## src/irq_ctrl_pkg.sv

```systemverilog
package irq_ctrl_pkg;

    // ****************************************
    // register map (word aligned, APB)
    // ****************************************
    localparam logic [7:0] EDGE_SEL_OFFSET = 8'h00;
    localparam logic [7:0] CTRL_A_OFFSET = 8'h04;
    localparam logic [7:0] TOKEN_CTRL_OFFSET = 8'h08;
    localparam logic [7:0] CTRL_C_OFFSET = 8'h0C;
    localparam logic [7:0] TIMER_GROUP_OFFSET = 8'h10;
    localparam logic [7:0] CORE_STATUS_OFFSET = 8'h14;

    // ****************************************
    // field positions and reset values
    // ****************************************
    localparam int GLOBAL_EN_BIT = 0;
    localparam int FLAG_LSB = 4;
    localparam logic [7:0] REG_RESET = 8'h00;
    localparam logic [7:0] EDGE_SEL_MASK = 8'h0F;
    localparam logic [7:0] CTRL_A_MASK = 8'h7F;
    localparam logic [7:0] CTRL_3EN_MASK = 8'h77;
    localparam logic [7:0] TIMER_GROUP_MASK = 8'hFF;

    // edge select codes
    localparam logic [1:0] EDGE_OFF = 2'h0;
    localparam logic [1:0] EDGE_RISE = 2'h1;
    localparam logic [1:0] EDGE_FALL = 2'h2;
    localparam logic [1:0] EDGE_BOTH = 2'h3;

    // source index, lowest index is highest priority
    localparam int NUM_SRC = 9;
    localparam int SRC_PIN0 = 0;
    localparam int SRC_PIN1 = 1;
    localparam int SRC_USB = 2;
    localparam int SRC_SETUP = 3;
    localparam int SRC_EP0_IN = 4;
    localparam int SRC_EP0_OUT = 5;
    localparam int SRC_GROUP = 6;
    localparam int SRC_SERIAL = 7;
    localparam int SRC_LOW_V = 8;

    // ****************************************
    // carriers
    // ****************************************
    typedef struct packed {
        logic usb_engine;
        logic setup_token;
        logic ep0_in_token;
        logic ep0_out_token;
        logic serial_module;
        logic low_voltage;
        logic [3:0] timer_match;
    } src_event_s;

    typedef struct packed {
        logic take;
        logic [11:0] vector;
    } core_request_s;

endpackage

```

## src/vectored_interrupt_controller.sv

```systemverilog
`timescale 1ns/1ps

// Summary of operation
// RULE_01: per pin two-bit edge code: off, rising, falling, both edges.
// RULE_02: trigger sets the request flag whatever the enable bits say.
// RULE_03: a flag vectors only while its own enable bit is one.
// RULE_04: global enable low blocks every interrupt.
// RULE_05: taking an interrupt pushes next address and loads the vector.
// RULE_06: return from interrupt pops the saved address.
// RULE_07: servicing any interrupt clears the global enable.
// RULE_08: requests arriving with global enable low still latch.
// RULE_09: software may set global enable in a routine to allow nesting.
// RULE_10: no request is taken while the stack is full.
// RULE_11: simultaneous enabled requests are taken in fixed priority order.
// RULE_12: any set flag raises the wake request for sleep or idle.
// RULE_13: control a: global enable bit 0, enables bits 1-3, flags bits 4-6.
// RULE_14: token control: enables bits 0-2, flags bits 4-6, bit 3 unused.
// RULE_15: control c: group, serial, low voltage enables 0-2, flags 4-6.
// RULE_16: timer group: match enables bits 0-3, match flags bits 4-7.
// RULE_17: implemented bits read/write and reset to zero, others read zero.
// RULE_18: servicing a dedicated source clears its flag with global enable.
// RULE_19: group flag sets whenever any grouped timer flag is set; code needs that flag's timer_enable bit as well, or a raw timer match.
// RULE_20: servicing the group clears only the group flag.
// RULE_21: usb engine flag sets on access to a non-zero endpoint.
// RULE_22: priority and vectors are fixed and exposed as parameters.
module vectored_interrupt_controller
    import irq_ctrl_pkg::*;
#(
    parameter logic [11:0] VECTOR_BASE = 12'h004,
    parameter logic [11:0] VECTOR_STEP = 12'h004
) (
    // clock and reset
    input wire logic ref_clk_in,
    input wire logic rst_b_in,
    // apb slave
    input wire logic psel_in,
    input wire logic penable_in,
    input wire logic pwrite_in,
    input wire logic [7:0] paddr_in,
    input wire logic [31:0] pwdata_in,
    output logic [31:0] prdata_out,
    output logic pready_out,
    output logic pslverr_out,
    // external interrupt pins
    input wire logic pin0_in,
    input wire logic pin1_in,
    // internal source events, one-cycle pulses
    input wire src_event_s event_in,
    // processor core sequencer
    input wire logic stack_full_in,
    input wire logic return_from_interrupt_in,
    input wire logic [11:0] next_pc_in,
    output core_request_s request_out,
    output logic [11:0] push_pc_out,
    output logic wake_out
);

    // ****************************************
    // state
    // ****************************************
    logic global_irq_enable;
    logic [3:0] edge_sel;
    logic [8:0] src_enable;
    logic [8:0] src_flag;
    logic [3:0] timer_enable;
    logic [3:0] timer_flag;
    logic [1:0] pin_meta;
    logic [1:0] pin_sync;
    logic [1:0] pin_prev;
    logic [1:0] pin_edge;
    logic [8:0] src_set;
    logic [8:0] pending;
    logic [3:0] sel_idx;
    logic take;
    logic in_service;
    logic bus_wr;
    logic [7:0] wdata;

    // note on the state above:
    // src_flag and src_enable share
    // one index, the source number;
    // index 0 is the highest priority.
    // timer flags and enables live
    // apart, as they never vector
    // alone; they feed the group.
    // in_service is a status bit only
    // and never gates arbitration, so
    // software may nest by setting
    // the global enable again.

    // priority pick to a binary index: lowest index wins
    function automatic logic [3:0] pick(input logic [8:0] req);
        logic [3:0] idx;
        idx = 4'h0;
        for (int i = NUM_SRC - 1; i >= 0; i--) begin
            if (req[i]) begin
                idx = 4'(i);
            end
        end
        return idx;
    endfunction

    // edge code decode, shared by both pins
    function automatic logic edge_hit(input logic [1:0] code, input logic now,
                                      input logic was);
        case (code)
            EDGE_RISE: edge_hit = now & ~was;
            EDGE_FALL: edge_hit = ~now & was;
            EDGE_BOTH: edge_hit = now ^ was;
            default: edge_hit = 1'b0;
        endcase
    endfunction

    // edge detect hazards:
    // the previous-value flop resets low,
    // matching a pin that idles low;
    // a pin that idles high shows one
    // false rise after reset, which only
    // matters if code 01 or 11 is set
    // before the pin has settled.
    // latency is three clocks from the
    // pin to the flag, plus one to take.

    // ****************************************
    // pin synchronisers and edge detect
    // ****************************************
    // two flops before use; edge detect compares the second stage with pin_prev
    always_ff @(posedge ref_clk_in or negedge rst_b_in) begin
        if (!rst_b_in) begin
            pin_meta <= 2'h0;
            pin_sync <= 2'h0;
            pin_prev <= 2'h0;
        end else begin
            pin_meta <= {pin1_in, pin0_in};
            pin_sync <= pin_meta;
            pin_prev <= pin_sync;
        end
    end

    generate
        for (genvar p = 0; p < 2; p++) begin : g_pin
            assign pin_edge[p] = edge_hit(edge_sel[2*p +: 2], pin_sync[p], pin_prev[p]); // RULE_01
        end
    endgenerate

    // ****************************************
    // source set terms
    // ****************************************
    // internal events arrive on this
    // clock already, so no synchroniser
    // is placed on them; a source on
    // another clock must pulse through
    // its own handshake first.
    // raw triggers, independent of the source enables; the group term also uses timer_enable
    assign src_set[SRC_PIN0] = pin_edge[0]; // RULE_02
    assign src_set[SRC_PIN1] = pin_edge[1];
    assign src_set[SRC_USB] = event_in.usb_engine; // RULE_21
    assign src_set[SRC_SETUP] = event_in.setup_token;
    assign src_set[SRC_EP0_IN] = event_in.ep0_in_token;
    assign src_set[SRC_EP0_OUT] = event_in.ep0_out_token;
    assign src_set[SRC_GROUP] = |(timer_flag & timer_enable) | |(event_in.timer_match); // RULE_19
    assign src_set[SRC_SERIAL] = event_in.serial_module;
    assign src_set[SRC_LOW_V] = event_in.low_voltage;

    // ****************************************
    // arbitration
    // ****************************************

    // the pick is combinational over
    // nine sources; a deeper tree would
    // need a pipeline stage and would
    // then need the clear to be delayed.
    assign pending = src_flag & src_enable; // RULE_03
    assign sel_idx = pick(pending); // RULE_11
    // stack full holds everything off until the core pops
    // nesting is gated by the global enable and stack full, not by in_service
    assign take = global_irq_enable & |pending & ~stack_full_in; // RULE_04 RULE_10

    // ****************************************
    // apb decode
    // ****************************************

    // limitation: only the low byte
    // of pwdata is used; upper bits
    // are dropped and read back zero.
    // pslverr is never raised, so an
    // unmapped word is silently ignored.
    // zero wait state slave; write lands in the access cycle
    assign bus_wr = psel_in & penable_in & pwrite_in;
    assign wdata = pwdata_in[7:0];
    assign pready_out = 1'b1;
    assign pslverr_out = 1'b0;

    // ****************************************
    // global enable
    // ****************************************
    // the global enable has one
    // hardware and one software writer:
    // the take clears it, software
    // sets it; take wins in one cycle
    // so a late write cannot slip an
    // unwanted nested entry through.
    // taking an interrupt beats a software write in the same cycle
    always_ff @(posedge ref_clk_in or negedge rst_b_in) begin
        if (!rst_b_in) begin
            global_irq_enable <= 1'b0;
        end else if (take) begin
            global_irq_enable <= 1'b0; // RULE_07
        end else if (bus_wr && paddr_in == CTRL_A_OFFSET) begin
            global_irq_enable <= wdata[GLOBAL_EN_BIT]; // RULE_09
        end
    end

    // ****************************************
    // enables and edge select
    // ****************************************
    // enables have no hardware writer;
    // only the bus changes them.
    // unused bits of each word are
    // dropped here and read back zero.
    always_ff @(posedge ref_clk_in or negedge rst_b_in) begin
        if (!rst_b_in) begin
            edge_sel <= 4'h0; // RULE_17
            src_enable <= 9'h000;
            timer_enable <= 4'h0;
        end else if (bus_wr) begin
            case (paddr_in)
                EDGE_SEL_OFFSET: edge_sel <= wdata[3:0];
                CTRL_A_OFFSET: src_enable[2:0] <= wdata[3:1]; // RULE_13
                TOKEN_CTRL_OFFSET: src_enable[5:3] <= wdata[2:0]; // RULE_14
                CTRL_C_OFFSET: src_enable[8:6] <= wdata[2:0]; // RULE_15
                TIMER_GROUP_OFFSET: timer_enable <= wdata[3:0]; // RULE_16
                default: ;
            endcase
        end
    end

    // ****************************************
    // request flags
    // ****************************************

    // clear order per flag bit:
    //  1. hardware set (wins always)
    //  2. service clear of the chosen
    //     source, same edge as take
    //  3. software write of the bit
    // a write of one to a flag sets it,
    // which software may use to raise
    // a request by hand.
    // per bit: set wins over write-clear and service-clear
    generate
        for (genvar s = 0; s < NUM_SRC; s++) begin : g_flag
            logic wr_hit;
            logic wr_val;
            always_comb begin
                wr_hit = 1'b0;
                wr_val = 1'b0;
                if (bus_wr) begin
                    if (s < 3 && paddr_in == CTRL_A_OFFSET) begin
                        wr_hit = 1'b1;
                        wr_val = wdata[FLAG_LSB + (s % 3)];
                    end else if (s >= 3 && s < 6 && paddr_in == TOKEN_CTRL_OFFSET) begin
                        wr_hit = 1'b1;
                        wr_val = wdata[FLAG_LSB + (s % 3)];
                    end else if (s >= 6 && paddr_in == CTRL_C_OFFSET) begin
                        wr_hit = 1'b1;
                        wr_val = wdata[FLAG_LSB + (s % 3)];
                    end
                end
            end
            always_ff @(posedge ref_clk_in or negedge rst_b_in) begin
                if (!rst_b_in) begin
                    src_flag[s] <= 1'b0;
                end else if (src_set[s]) begin
                    src_flag[s] <= 1'b1; // RULE_08
                end else if (take && sel_idx == 4'(s)) begin
                    src_flag[s] <= 1'b0; // RULE_18 RULE_20
                end else if (wr_hit) begin
                    src_flag[s] <= wr_val;
                end
            end
        end
    endgenerate

    // a timer flag left set with its
    // enable on keeps re-setting the
    // group flag after service.
    // timer flags are never cleared by service, only by software
    generate
        for (genvar t = 0; t < 4; t++) begin : g_tflag
            always_ff @(posedge ref_clk_in or negedge rst_b_in) begin
                if (!rst_b_in) begin
                    timer_flag[t] <= 1'b0;
                end else if (event_in.timer_match[t]) begin
                    timer_flag[t] <= 1'b1; // RULE_02
                end else if (bus_wr && paddr_in == TIMER_GROUP_OFFSET) begin
                    timer_flag[t] <= wdata[FLAG_LSB + t]; // RULE_20
                end
            end
        end
    endgenerate

    // ****************************************
    // core request
    // ****************************************
    // in_service spans from take to return, status only
    always_ff @(posedge ref_clk_in or negedge rst_b_in) begin
        if (!rst_b_in) begin
            in_service <= 1'b0;
        end else if (take) begin
            in_service <= 1'b1;
        end else if (return_from_interrupt_in) begin
            in_service <= 1'b0; // RULE_06
        end
    end


    // the vector formula keeps one
    // slot per source; base and step
    // come in as parameters so the
    // table can move with the program
    // memory map without code change.
    // push_pc captures next_pc in the
    // taking cycle, before the core
    // has started the jump.
    // registered request pulse with vector and return address
    always_ff @(posedge ref_clk_in or negedge rst_b_in) begin
        if (!rst_b_in) begin
            request_out <= '0;
            push_pc_out <= 12'h000;
        end else begin
            request_out.take <= take; // RULE_05
            if (take) begin
                request_out.vector <= 12'(VECTOR_BASE + VECTOR_STEP * 12'(sel_idx)); // RULE_22
                push_pc_out <= next_pc_in;
            end
        end
    end


    // wake is a level, not a pulse:
    // it stays high while any flag is
    // set, so software must clear the
    // flag before sleeping if no wake
    // is wanted.
    // wake request from any set flag
    always_ff @(posedge ref_clk_in or negedge rst_b_in) begin
        if (!rst_b_in) begin
            wake_out <= 1'b0;
        end else begin
            wake_out <= |src_flag | |timer_flag; // RULE_12
        end
    end

    // ****************************************
    // read data
    // ****************************************

    // reads are captured in the setup
    // cycle; a write in the same access
    // is not seen by that read.
    // the status word is read only.
    always_ff @(posedge ref_clk_in or negedge rst_b_in) begin
        if (!rst_b_in) begin
            prdata_out <= 32'h0000_0000;
        end else if (psel_in && !penable_in && !pwrite_in) begin
            case (paddr_in)
                EDGE_SEL_OFFSET: prdata_out <= {28'h0, edge_sel};
                CTRL_A_OFFSET: prdata_out <= {25'h0, src_flag[2:0], src_enable[2:0],
                                              global_irq_enable};
                TOKEN_CTRL_OFFSET: prdata_out <= {25'h0, src_flag[5:3], 1'b0, src_enable[5:3]};
                CTRL_C_OFFSET: prdata_out <= {25'h0, src_flag[8:6], 1'b0, src_enable[8:6]};
                TIMER_GROUP_OFFSET: prdata_out <= {24'h0, timer_flag, timer_enable};
                CORE_STATUS_OFFSET: prdata_out <= {26'h0, in_service, sel_idx, take};
                default: prdata_out <= 32'h0000_0000;
            endcase
        end
    end

endmodule

```

## config.mk

```make
export PLATFORM = sky130hd
export DESIGN_NAME = vectored_interrupt_controller
export DESIGN_NICKNAME = d
export VERILOG_FILES = /design/src/irq_ctrl_pkg.sv /design/src/vectored_interrupt_controller.sv
export SDC_FILE = /design/constraint.sdc
export NUM_CORES = 1
export LEC_CHECK = 0
export ABC_CLOCK_PERIOD_IN_PS = 5700
export BUFFER_PORTS_ARGS = -buffer_cell sky130_fd_sc_hd__buf_4
export CAP_MARGIN = 25
export CORE_MARGIN = 2
export CORE_UTILIZATION = 53
export DETAILED_ROUTE_END_ITERATION = 6
export PLACE_DENSITY_LB_ADDON = 0.1
export SLEW_MARGIN = 20
export SYNTH_ARGS = -nofsm -noshare
export SYNTH_HDL_FRONTEND = slang
export SYNTH_SLANG_ARGS = --single-unit
export TNS_END_PERCENT = 100
```

## constraint.sdc

```tcl
create_clock -name ref_clk_in -period 5.7 [get_ports ref_clk_in]
set_clock_uncertainty 0.15 [all_clocks]
set_input_delay 1.14 -clock ref_clk_in [delete_from_list [all_inputs] [get_ports ref_clk_in]]
set_output_delay 1.14 -clock ref_clk_in [all_outputs]
set_load 0.005 [all_outputs]
```

-- Word level (Yosys, flattened, before mapping)
Cells that the tools add are included.
- bits in registers: 96
- add/subtract/negate cells: 1
- eq/ne operators: 19
- multiplexer cells: 75
- bitwise logic cells: 19
- reductions and logical operators: 42
- operators by type and width (operator ; count):
    $mux 1 ; 63
    $pmux 8 s6 ; 1
    $mux 4 ; 9
    $reduce_bool 3->1 ; 9
    $reduce_or 9->1 ; 2
    $eq 4x3->1 const B ; 4
    $eq 8x4->1 const B ; 2
    $eq 8x5->1 const B ; 2
    $logic_and 1x1->1 ; 13
    $reduce_bool 2->1 ; 6
    $reduce_or 4->1 ; 3
    $reduce_and 2->1 ; 5
    $and 9x9->9 ; 1
    $and 1x1->1 ; 8
    $eq 2x2->1 const B ; 4
    $eq 4x2->1 const B ; 2
    $eq 8x3->1 const B ; 1
    $logic_not 8->1 ; 1
    $add 3x6->7 const A ; 1
    $pmux 1 s3 ; 2
    $not 1->1 ; 5
    $and 4x4->4 ; 1
    $eq 2x1->1 const B ; 2
    $eq 4x1->1 const B ; 1
    5 further kinds ; 8

-- Longest topological paths before layout
Gate-level depths: netlist of run 1.
- depth in word-level cells: 14
- gate-level depth with buffers: 7
- gate-level depth less buffers: 7

-- Worst setup path after synthesis of run 1
No wires, ideal clock.
- path kind: input to register
- start point: input port paddr_in[1]
- end point: register src_flag[7]
- library setup time: 0.118 ns
- data arrival time: 2.705 ns
- data required time: 5.432 ns
- slack: 2.727 ns
- stages: 6
- path through: or4b_1 buf_2 or3_1 buf_6 mux2_4 a21o_1
- longest elaborated chain between the ends: 6
- elaborated cells on any way between the ends: 9
- RTL lines (element ; RTL line ; RTL):
    start: declaration ; vectored_interrupt_controller.sv:39 ; input wire logic [7:0] paddr_in,
    $eq 8x4->1 * ; vectored_interrupt_controller.sv:265 ; end else if (s >= 6 && paddr_in == CTRL_C_OFFSET) begin
    $mux 1 ; vectored_interrupt_controller.sv:265 ;
    $mux 1 ; vectored_interrupt_controller.sv:258 ; if (bus_wr) begin
    $mux 1 ; vectored_interrupt_controller.sv:278 ; end else if (wr_hit) begin
    $mux 1 ; vectored_interrupt_controller.sv:276 ; end else if (take && sel_idx == 4'(s)) begin
    $mux 1 ; vectored_interrupt_controller.sv:274 ; end else if (src_set[s]) begin
    end signal: indexed assignment ; vectored_interrupt_controller.sv:279 ; src_flag[s] <= wr_val;
    end: declaration ; vectored_interrupt_controller.sv:64 ; logic [8:0] src_flag;
Mark *: on every way between the ends. The rest lies on a longest branch, timed or not. The select of a mux whose other input is x is not followed.
A chain may end at the register's enable or synchronous reset.

-- Worst setup path after layout of run 1
- start point: input port paddr_in[4]
- end point: register src_flag[7]
The elaborated chain is that of the path after synthesis.

==> results of run 1 <==
## metal layers
metal / part of all wire [%] / up-vias / wire, um / track usage, %
li1: - / 1225 / - / -
met1: 42 / 1268 / 3268 / 30.81
met2: 48 / 117 / 3721 / 36.36
met3: 8.4 / 12 / 648 / 6.785
met4: 1.2 / 0 / 94 / 5.916
met5: 0 / - / 0 / 0
## cells in the final DEF (no fill, tap or decap), drive strengths merged, types with 4 or more instances in the layout
cell / Yosys / layout
nor2: 9 / 9
clkbuf: 6 / 10
nor4: 6 / 6
a211o: 4 / 4
a21oi: 4 / 4
o21ai: 15 / 15
and2: 4 / 4
ha: 8 / 8
nor3: 6 / 6
nand2: 30 / 30
dfrtp: 65 / 65
mux2: 34 / 34
nor2b: 7 / 7
conb: 2 / 33
inv: 11 / 12
nand3: 8 / 8
and3: 4 / 4
a21o: 6 / 6
mux2i: 16 / 16
a22oi: 7 / 7
buf: 38 / 73
## state kept, by name (all words and copies together), names as in the netlist
register,cells
src_flag,9
prdata_out,8
wake_out,1
in_service,1
pin_sync,2
request_out,6
timer_flag,4
pin_meta,2
timer_enable,4
pin_prev,2
src_enable,9
global_irq_enable,1
push_pc_out,12
edge_sel,4
## cell families after synthesis
group	after synthesis	synth area share [%]
fa+ha+maj	8	2.894
mux	50	15.92
xor+xnor	1	0.2533
other cells	2	0.2172
flops	65	47.03
buf+inv	55	9.949
compound gates	58	11.58
simple gates	82	12.16
## layout make-up
type	count	area (um2)
timing repair buffer	73	548.0
clock inverter	6	115.1
sequential	65	1627
clock buffer	10	127.6
inverter	11	41.29
fill	505	2141
multi-input combinational	232	1618
tap	77	96.34
## final timing paths
kind | start | end | slack, ns | depth (start not counted)
max | paddr_in[4] | src_flag[7] | 2.72 | 5
min | pin_meta[1] | pin_sync[1] | 0.20 | 0
max reg2reg | src_flag[2] | push_pc_out[10] | 3.09 | 4
min reg2reg | pin_meta[1] | pin_sync[1] | 0.20 | 0
max in group asynchronous | rst_b_in | timer_flag[0] | 4.14 | 1
min in group asynchronous | rst_b_in | prdata_out[3] | 0.72 | 1
## worst max-delay path: cells and delay by family
kind / cells / cell delay, ns
mux: 1 / 0.36
simple gates: 2 / 1.21
buf+inv: 1 / 0.17
compound gates: 1 / 0.17
## through the flow
step,setup slack (ns),hold WS (ns),std cells
detailed placement,2.349,0.1847,458
finish,2.720,0.1998,474
CTS,2.722,0.2017,474
global route,2.627,0.2119,474
global placement,2.355,0.1819,458
floorplan,2.727,0.1812,352
## power breakdown
part           switching [mW]  internal, mW
clock                   0.182         0.293
combinational          0.0606        0.0562
sequential             0.0107         0.477
total                   0.253         0.826
==> out/results.tsv, run 1 <==
metric	value	unit
synth_common_cells	dfrtp_1 (65), buf_4 (34), mux2_2 (32), nand2_1 (30), mux2i_1 (16)	
ctsResizeCount	0	
hold_buffers	0	
synth_edf_count	0	
slew_viol_final	0	
io_pins	131	
fmax	335.5	MHz
io_buffers	73	
crit_path_max_fanout	13	
grt_pass1_wl	12750	um
die_w	84.78	um
ys_warn_count	0	
synth_top_area_share	47.03	%
maxCapViolCount	0	
status	finished, final reports clean	
finalCriticalPeriod	2.980	ns
cts.sinks	65	
ys_ff_latch	65	
max_slew.worst_pin.slew	0.9314	ns
initial_core_util	54.78	%
grt_pass1_vias	2509	
design.core.area	6314	um2
vias	2622	
hold_class	flip-flop to flip-flop	
ctsHtreeMaxLevel	3	
std_cell_rows	29	
drc	0	
nNetsFinal	471	
synth_cell_type_count	45	
grtUsageTotal	22.84	%
fin_tns_setup	0	ns
setup_viol	0	
ant_nets	0	
finalPower	1.079	mW
die-area	7188	um2
cts.clk_slew.worst_paths	0.07	ns
postLayoutCellArea	4173	um2
crit_path_start_kind	input pin	
leakagePower	1.982	nW
synth_cells	321	
cp-end-kind	flip-flop	
syn2layout_area_growth	20.66	%
layout-drive-gt1-share	31.74	%
worst_path_max_delay_cell	or4b_1	
slew_headroom	37.91	%
rsz0062_at_grt	false	
yosysMostFrequentCell	dfrtp_1	
syn_area	3458	um2
drt-total-wl	7732	um
synthArstFlopShare	100.0	%
via_per_inst	5.532	
antenna_found_initial	0	
worstSkewPairLatency	0.35	ns
drt_iter0_markers	266	
synth.avg_cell_area	10.77	um2
worst_ep_arrival_time	3.06	ns
cts_buffer_depth	2	
cts_buffers	9	
synthTopCellsByArea	dfrtp_1 (47%), mux2_2 (10%), buf_4 (7.4%)	
cts_tree	done	
gp_congestion	0.9154	
period_share	52.29	%
crit_chain	buf_4, or4b_1, or3_1, mux2_4, a21o_1	
grt-ovfl-total	0	
worstPathRequired	5.78	ns
ctsRootBufferMaster	clkbuf_8	
crit_type	input pin to flip-flop	
ys_seq_area_share	47.03	%
pwr_density_cell	258.6	nW/um2
hold_violations	0	
place_area	3930	um2
first_pass_iters	4	
max_stage_delay	0.65	ns
peakVddDrop	228.7	uV
hpwl	5796	um
yosys.area.top_type	dfrtp_1	
cts_setup_buffers	0	
dominantRegCellSynth	dfrtp_1	
wl_per_cell	16.31	um
grt_max_degree	66	
die_h	84.78	um
antenna_cells	0	
utilization	66.09	%
Power figures use the tool's default switching activity.
==> run 2: changes to the inputs <==
Settings changed: ABC_AREA from default to 1, ABC_CLOCK_PERIOD_IN_PS 5700 to 2500, CORE_UTILIZATION 53 to 45.
Clock period 5.7 ns to 2.5 ns, I/O delays scaled along.
==> out/results.tsv, run 2 <==
metric	value	unit	change
peakVddDrop	380.2	uV	was 228.7 uV
ctsHtreeMaxLevel	3		unchanged
cp-end-kind	flip-flop		unchanged
finalCriticalPeriod	2.032	ns	
muxShareOfSynthArea	0	%	was 15.92%
setup_viol	0		unchanged
hpwl	6592	um	was 5796 um
first_pass_iters	4		unchanged
slew_headroom	45.09	%	was 37.91%
synth_cell_type_count	33		was 45
final_cell_mix	nand2_1 (163), buf_4 (74), dfrtp_1 (65)		was buf_4 (73), dfrtp_1 (65), conb_1 (33)
worstPathRequired	2.59	ns	was 5.78 ns
vias	3048		was 2,622
synthTopCellsByArea	dfrtp_1 (46%), nand2_1 (17%), buf_4 (7.0%)		was dfrtp_1 (47%), mux2_2 (10%), buf_4 (7.4%)
synth_top_family_by_area	simple AND/OR/NAND/NOR gates		was multiplexers
synth_top_area_share	45.71	%	was 47.03%
cp-startpoint	src_flag[7]		was paddr_in[4]
largest_reg_flops	12		unchanged
synth.avg_cell_area	7.996	um2	was 10.77 um2
finalPower	2.300	mW	was 1.079 mW
yosys.area.top_type	dfrtp_1		unchanged
nNetsFinal	602		was 471
worst_ep_arrival_time	2.12	ns	was 3.06 ns
rsz0062_at_grt	false		unchanged
r2r_start	src_flag[7]		was src_flag[2]
final_common_cell	nand2_1		was buf_4
layout-drive-gt1-share	22.35	%	was 31.74%
worstSetupPathDepth	14		was 5
pwr_density_cell	535.4	nW/um2	was 258.6 nW/um2
maxCapViolCount	0		unchanged
cts_setup_buffers	0		unchanged
dominantRegCellSynth	dfrtp_1		unchanged
ctsResizeCount	0		unchanged
syn_area	3558	um2	was 3458 um2
cts.clk_slew.worst_paths	0.07	ns	about the same
crit_top_cell	nand2_1		
drt-total-wl	8740	um	was 7732 um
r2r-end	request_out[4]		was push_pc_out[10]
die_w	92.93	um	was 84.78 um
hold_violations	0		unchanged
max_slew.worst_pin.slew	0.8237	ns	was 0.9314 ns
hold_buffers	0		unchanged
crit_path_max_fanout	4		was 13
slew_viol_final	0		unchanged
worstSkewPairLatency	0.34	ns	was 0.35 ns
drt_iter0_markers	164		was 266
ys_ff_latch	65		unchanged
regMostFlops	push_pc_out		unchanged
grt-ovfl-total	0		unchanged
r2r_setup_slack	0.47	ns	was 3.09 ns
gp_congestion	0.8733		was 0.9154
antenna_cells	0		unchanged
cts_buffers	9		unchanged
ys_seq_area_share	45.71	%	was 47.03%
crit_path_start_kind	flip-flop		was input pin
fmax	492.1	MHz	
drc	0		unchanged
wl_per_cell	13.87	um	was 16.31 um
synthArstFlopShare	100.0	%	unchanged
yosysMostFrequentCell	nand2_1		was dfrtp_1
status	finished, final reports clean		unchanged
period_share	81.28	%	
reg.largest.list	push_pc_out: 12 flops, src_enable: 9 flops, src_flag: 9 flops		unchanged
ctsRootBufferMaster	clkbuf_8		unchanged
synth_xor_xnor_area_share	0	%	was 0.2533%
leakagePower	2.306	nW	was 1.982 nW
cp_top_family	simple AND/OR/NAND/NOR gates		unchanged
synth_adder_area_share	2.813	%	was 2.894%
std_cell_rows	32		was 29
cts_tree	done		unchanged
worst_path_max_delay_cell	dfrtp_1		was or4b_1
synth_simple_gate_area_share	30.10	%	was 12.16%
ys_warn_count	0		unchanged
die-area	8635	um2	was 7188 um2
reg2reg_depth	14		was 4
max_stage_delay	0.44	ns	was 0.65 ns
initial_core_util	46.29	%	was 54.78%
via_per_inst	4.838		was 5.532
crit_chain	nand2_1, inv_1, nand2_1, nand2_1, nand2_1, nand2_1, nand2_1, nand2_1, nand2_1, inv_1, ha_1, or2_2, nand3_1, nand2_1		was buf_4, or4b_1, or3_1, mux2_4, a21o_1
io_pins	131		unchanged
hold_class	input pin to asynchronous set/reset pin		was flip-flop to flip-flop
cts_buffer_depth	2		unchanged
io_buffers	73		unchanged
grt_pass1_wl	14430	um	was 12,750 um
synth_edf_count	0		unchanged
grt_max_degree	66		unchanged
grt_pass1_vias	2913		was 2,509
crit_end	request_out[4]		was src_flag[7]
path_buf_inv	2		was 1
fin_tns_setup	0	ns	unchanged
grtUsageTotal	21.85	%	was 22.84%
die_h	92.93	um	was 84.78 um
ant_nets	0		unchanged
crit_type	flip-flop to flip-flop		was input pin to flip-flop
antenna_found_initial	0		unchanged
synth_common_cells	nand2_1 (163), dfrtp_1 (65), buf_4 (33), inv_1 (31), nand3_1 (31)		was dfrtp_1 (65), buf_4 (34), mux2_2 (32), nand2_1 (30), mux2i_1 (16)
syn2layout_area_growth	20.71	%	was 20.66%
synth_cells	445		was 321
design.core.area	7687	um2	was 6314 um2
cts.sinks	65		unchanged
synth_compound_area_share	8.755	%	was 11.58%
## run 2: changes by cell type after synthesis, moves of 7 or more
cell / delta
inv_2: +8
mux2_2: -32
nor2b_1: -7
nand3_1: +23
a22oi_1: -7
inv_1: +20
nor2_1: +9
o21ai_0: +11
nand2_1: +133
mux2i_1: -16
## run 2: worst min path at each step
| stage | endpoint | slack (ns) |
|---|---|---|
| 2_1_floorplan | edge_sel[0] | 0.05 |
| 3_3_place_gp | pin_sync[1] | 0.19 |
| 3_5_place_dp | pin_sync[1] | 0.19 |
| 4_1_cts | pin_meta[1] | 0.10 |
| 5_1_grt | pin_meta[1] | 0.09 |
| 6_report | push_pc_out[7] | 0.09 |
## run 2: cell families (layout without fill, tap and decap cells)
group | Yosys count | after routing
simple gates | 239 | 239
other cells | 2 | 33
buf+inv | 79 | 131
fa+ha+maj | 8 | 8
flops | 65 | 65
compound gates | 52 | 52
## run 2: where the power goes
part	switching (mW)	leakage, nW	internal (mW)
clock network	0.402	0.111	0.618
registers	0.0135	0.815	1.07
logic	0.115	1.38	0.0814
total	0.530	2.31	1.77
## run 2: final cells by class
cell class	count	area (um2)
clock inverters	2	60.06
multi-input cells	332	1607
inverters	41	156.4
fillers	748	3392
flip-flops and latches	65	1627
repair buffers	74	555.5
well taps	102	127.6
clock buffers	14	162.7
## run 2: worst reg2reg max path, delay by kind of cell (launching register included)
kind / cells / cell delay, ns
DFF: 1 / 0.44
buffers and inverters: 2 / 0.13
adders and majority gates: 1 / 0.23
and+or+nand+nor: 11 / 0.98
## run 2: metrics by stage
| step | instance area (um2) | util, % | worst slack (ns) | cells | hold WS (ns) |
|---|---|---|---|---|---|
| final | 4295 | 55.88 | 0.4679 | 630 | 0.08651 |
| after CTS | 4295 | 55.88 | 0.4605 | 630 | 0.1001 |
| after detailed placement | 4073 | 52.98 | 0.4560 | 614 | 0.1905 |
| after global placement | 4073 | 52.98 | 0.4633 | 614 | 0.1908 |
| after global routing | 4295 | 55.88 | 0.2995 | 630 | 0.09456 |
| after floorplan | 3675 | - | 0.7029 | 476 | 0.05441 |
## run 2: per-layer routing
metal	global-route usage, %	up-vias	wire, um
met1	30.79	1425	3888
met4	7.353	0	170
met2	33.64	99	4126
met3	4.557	14	555
li1	-	1510	-
met5	0	-	0
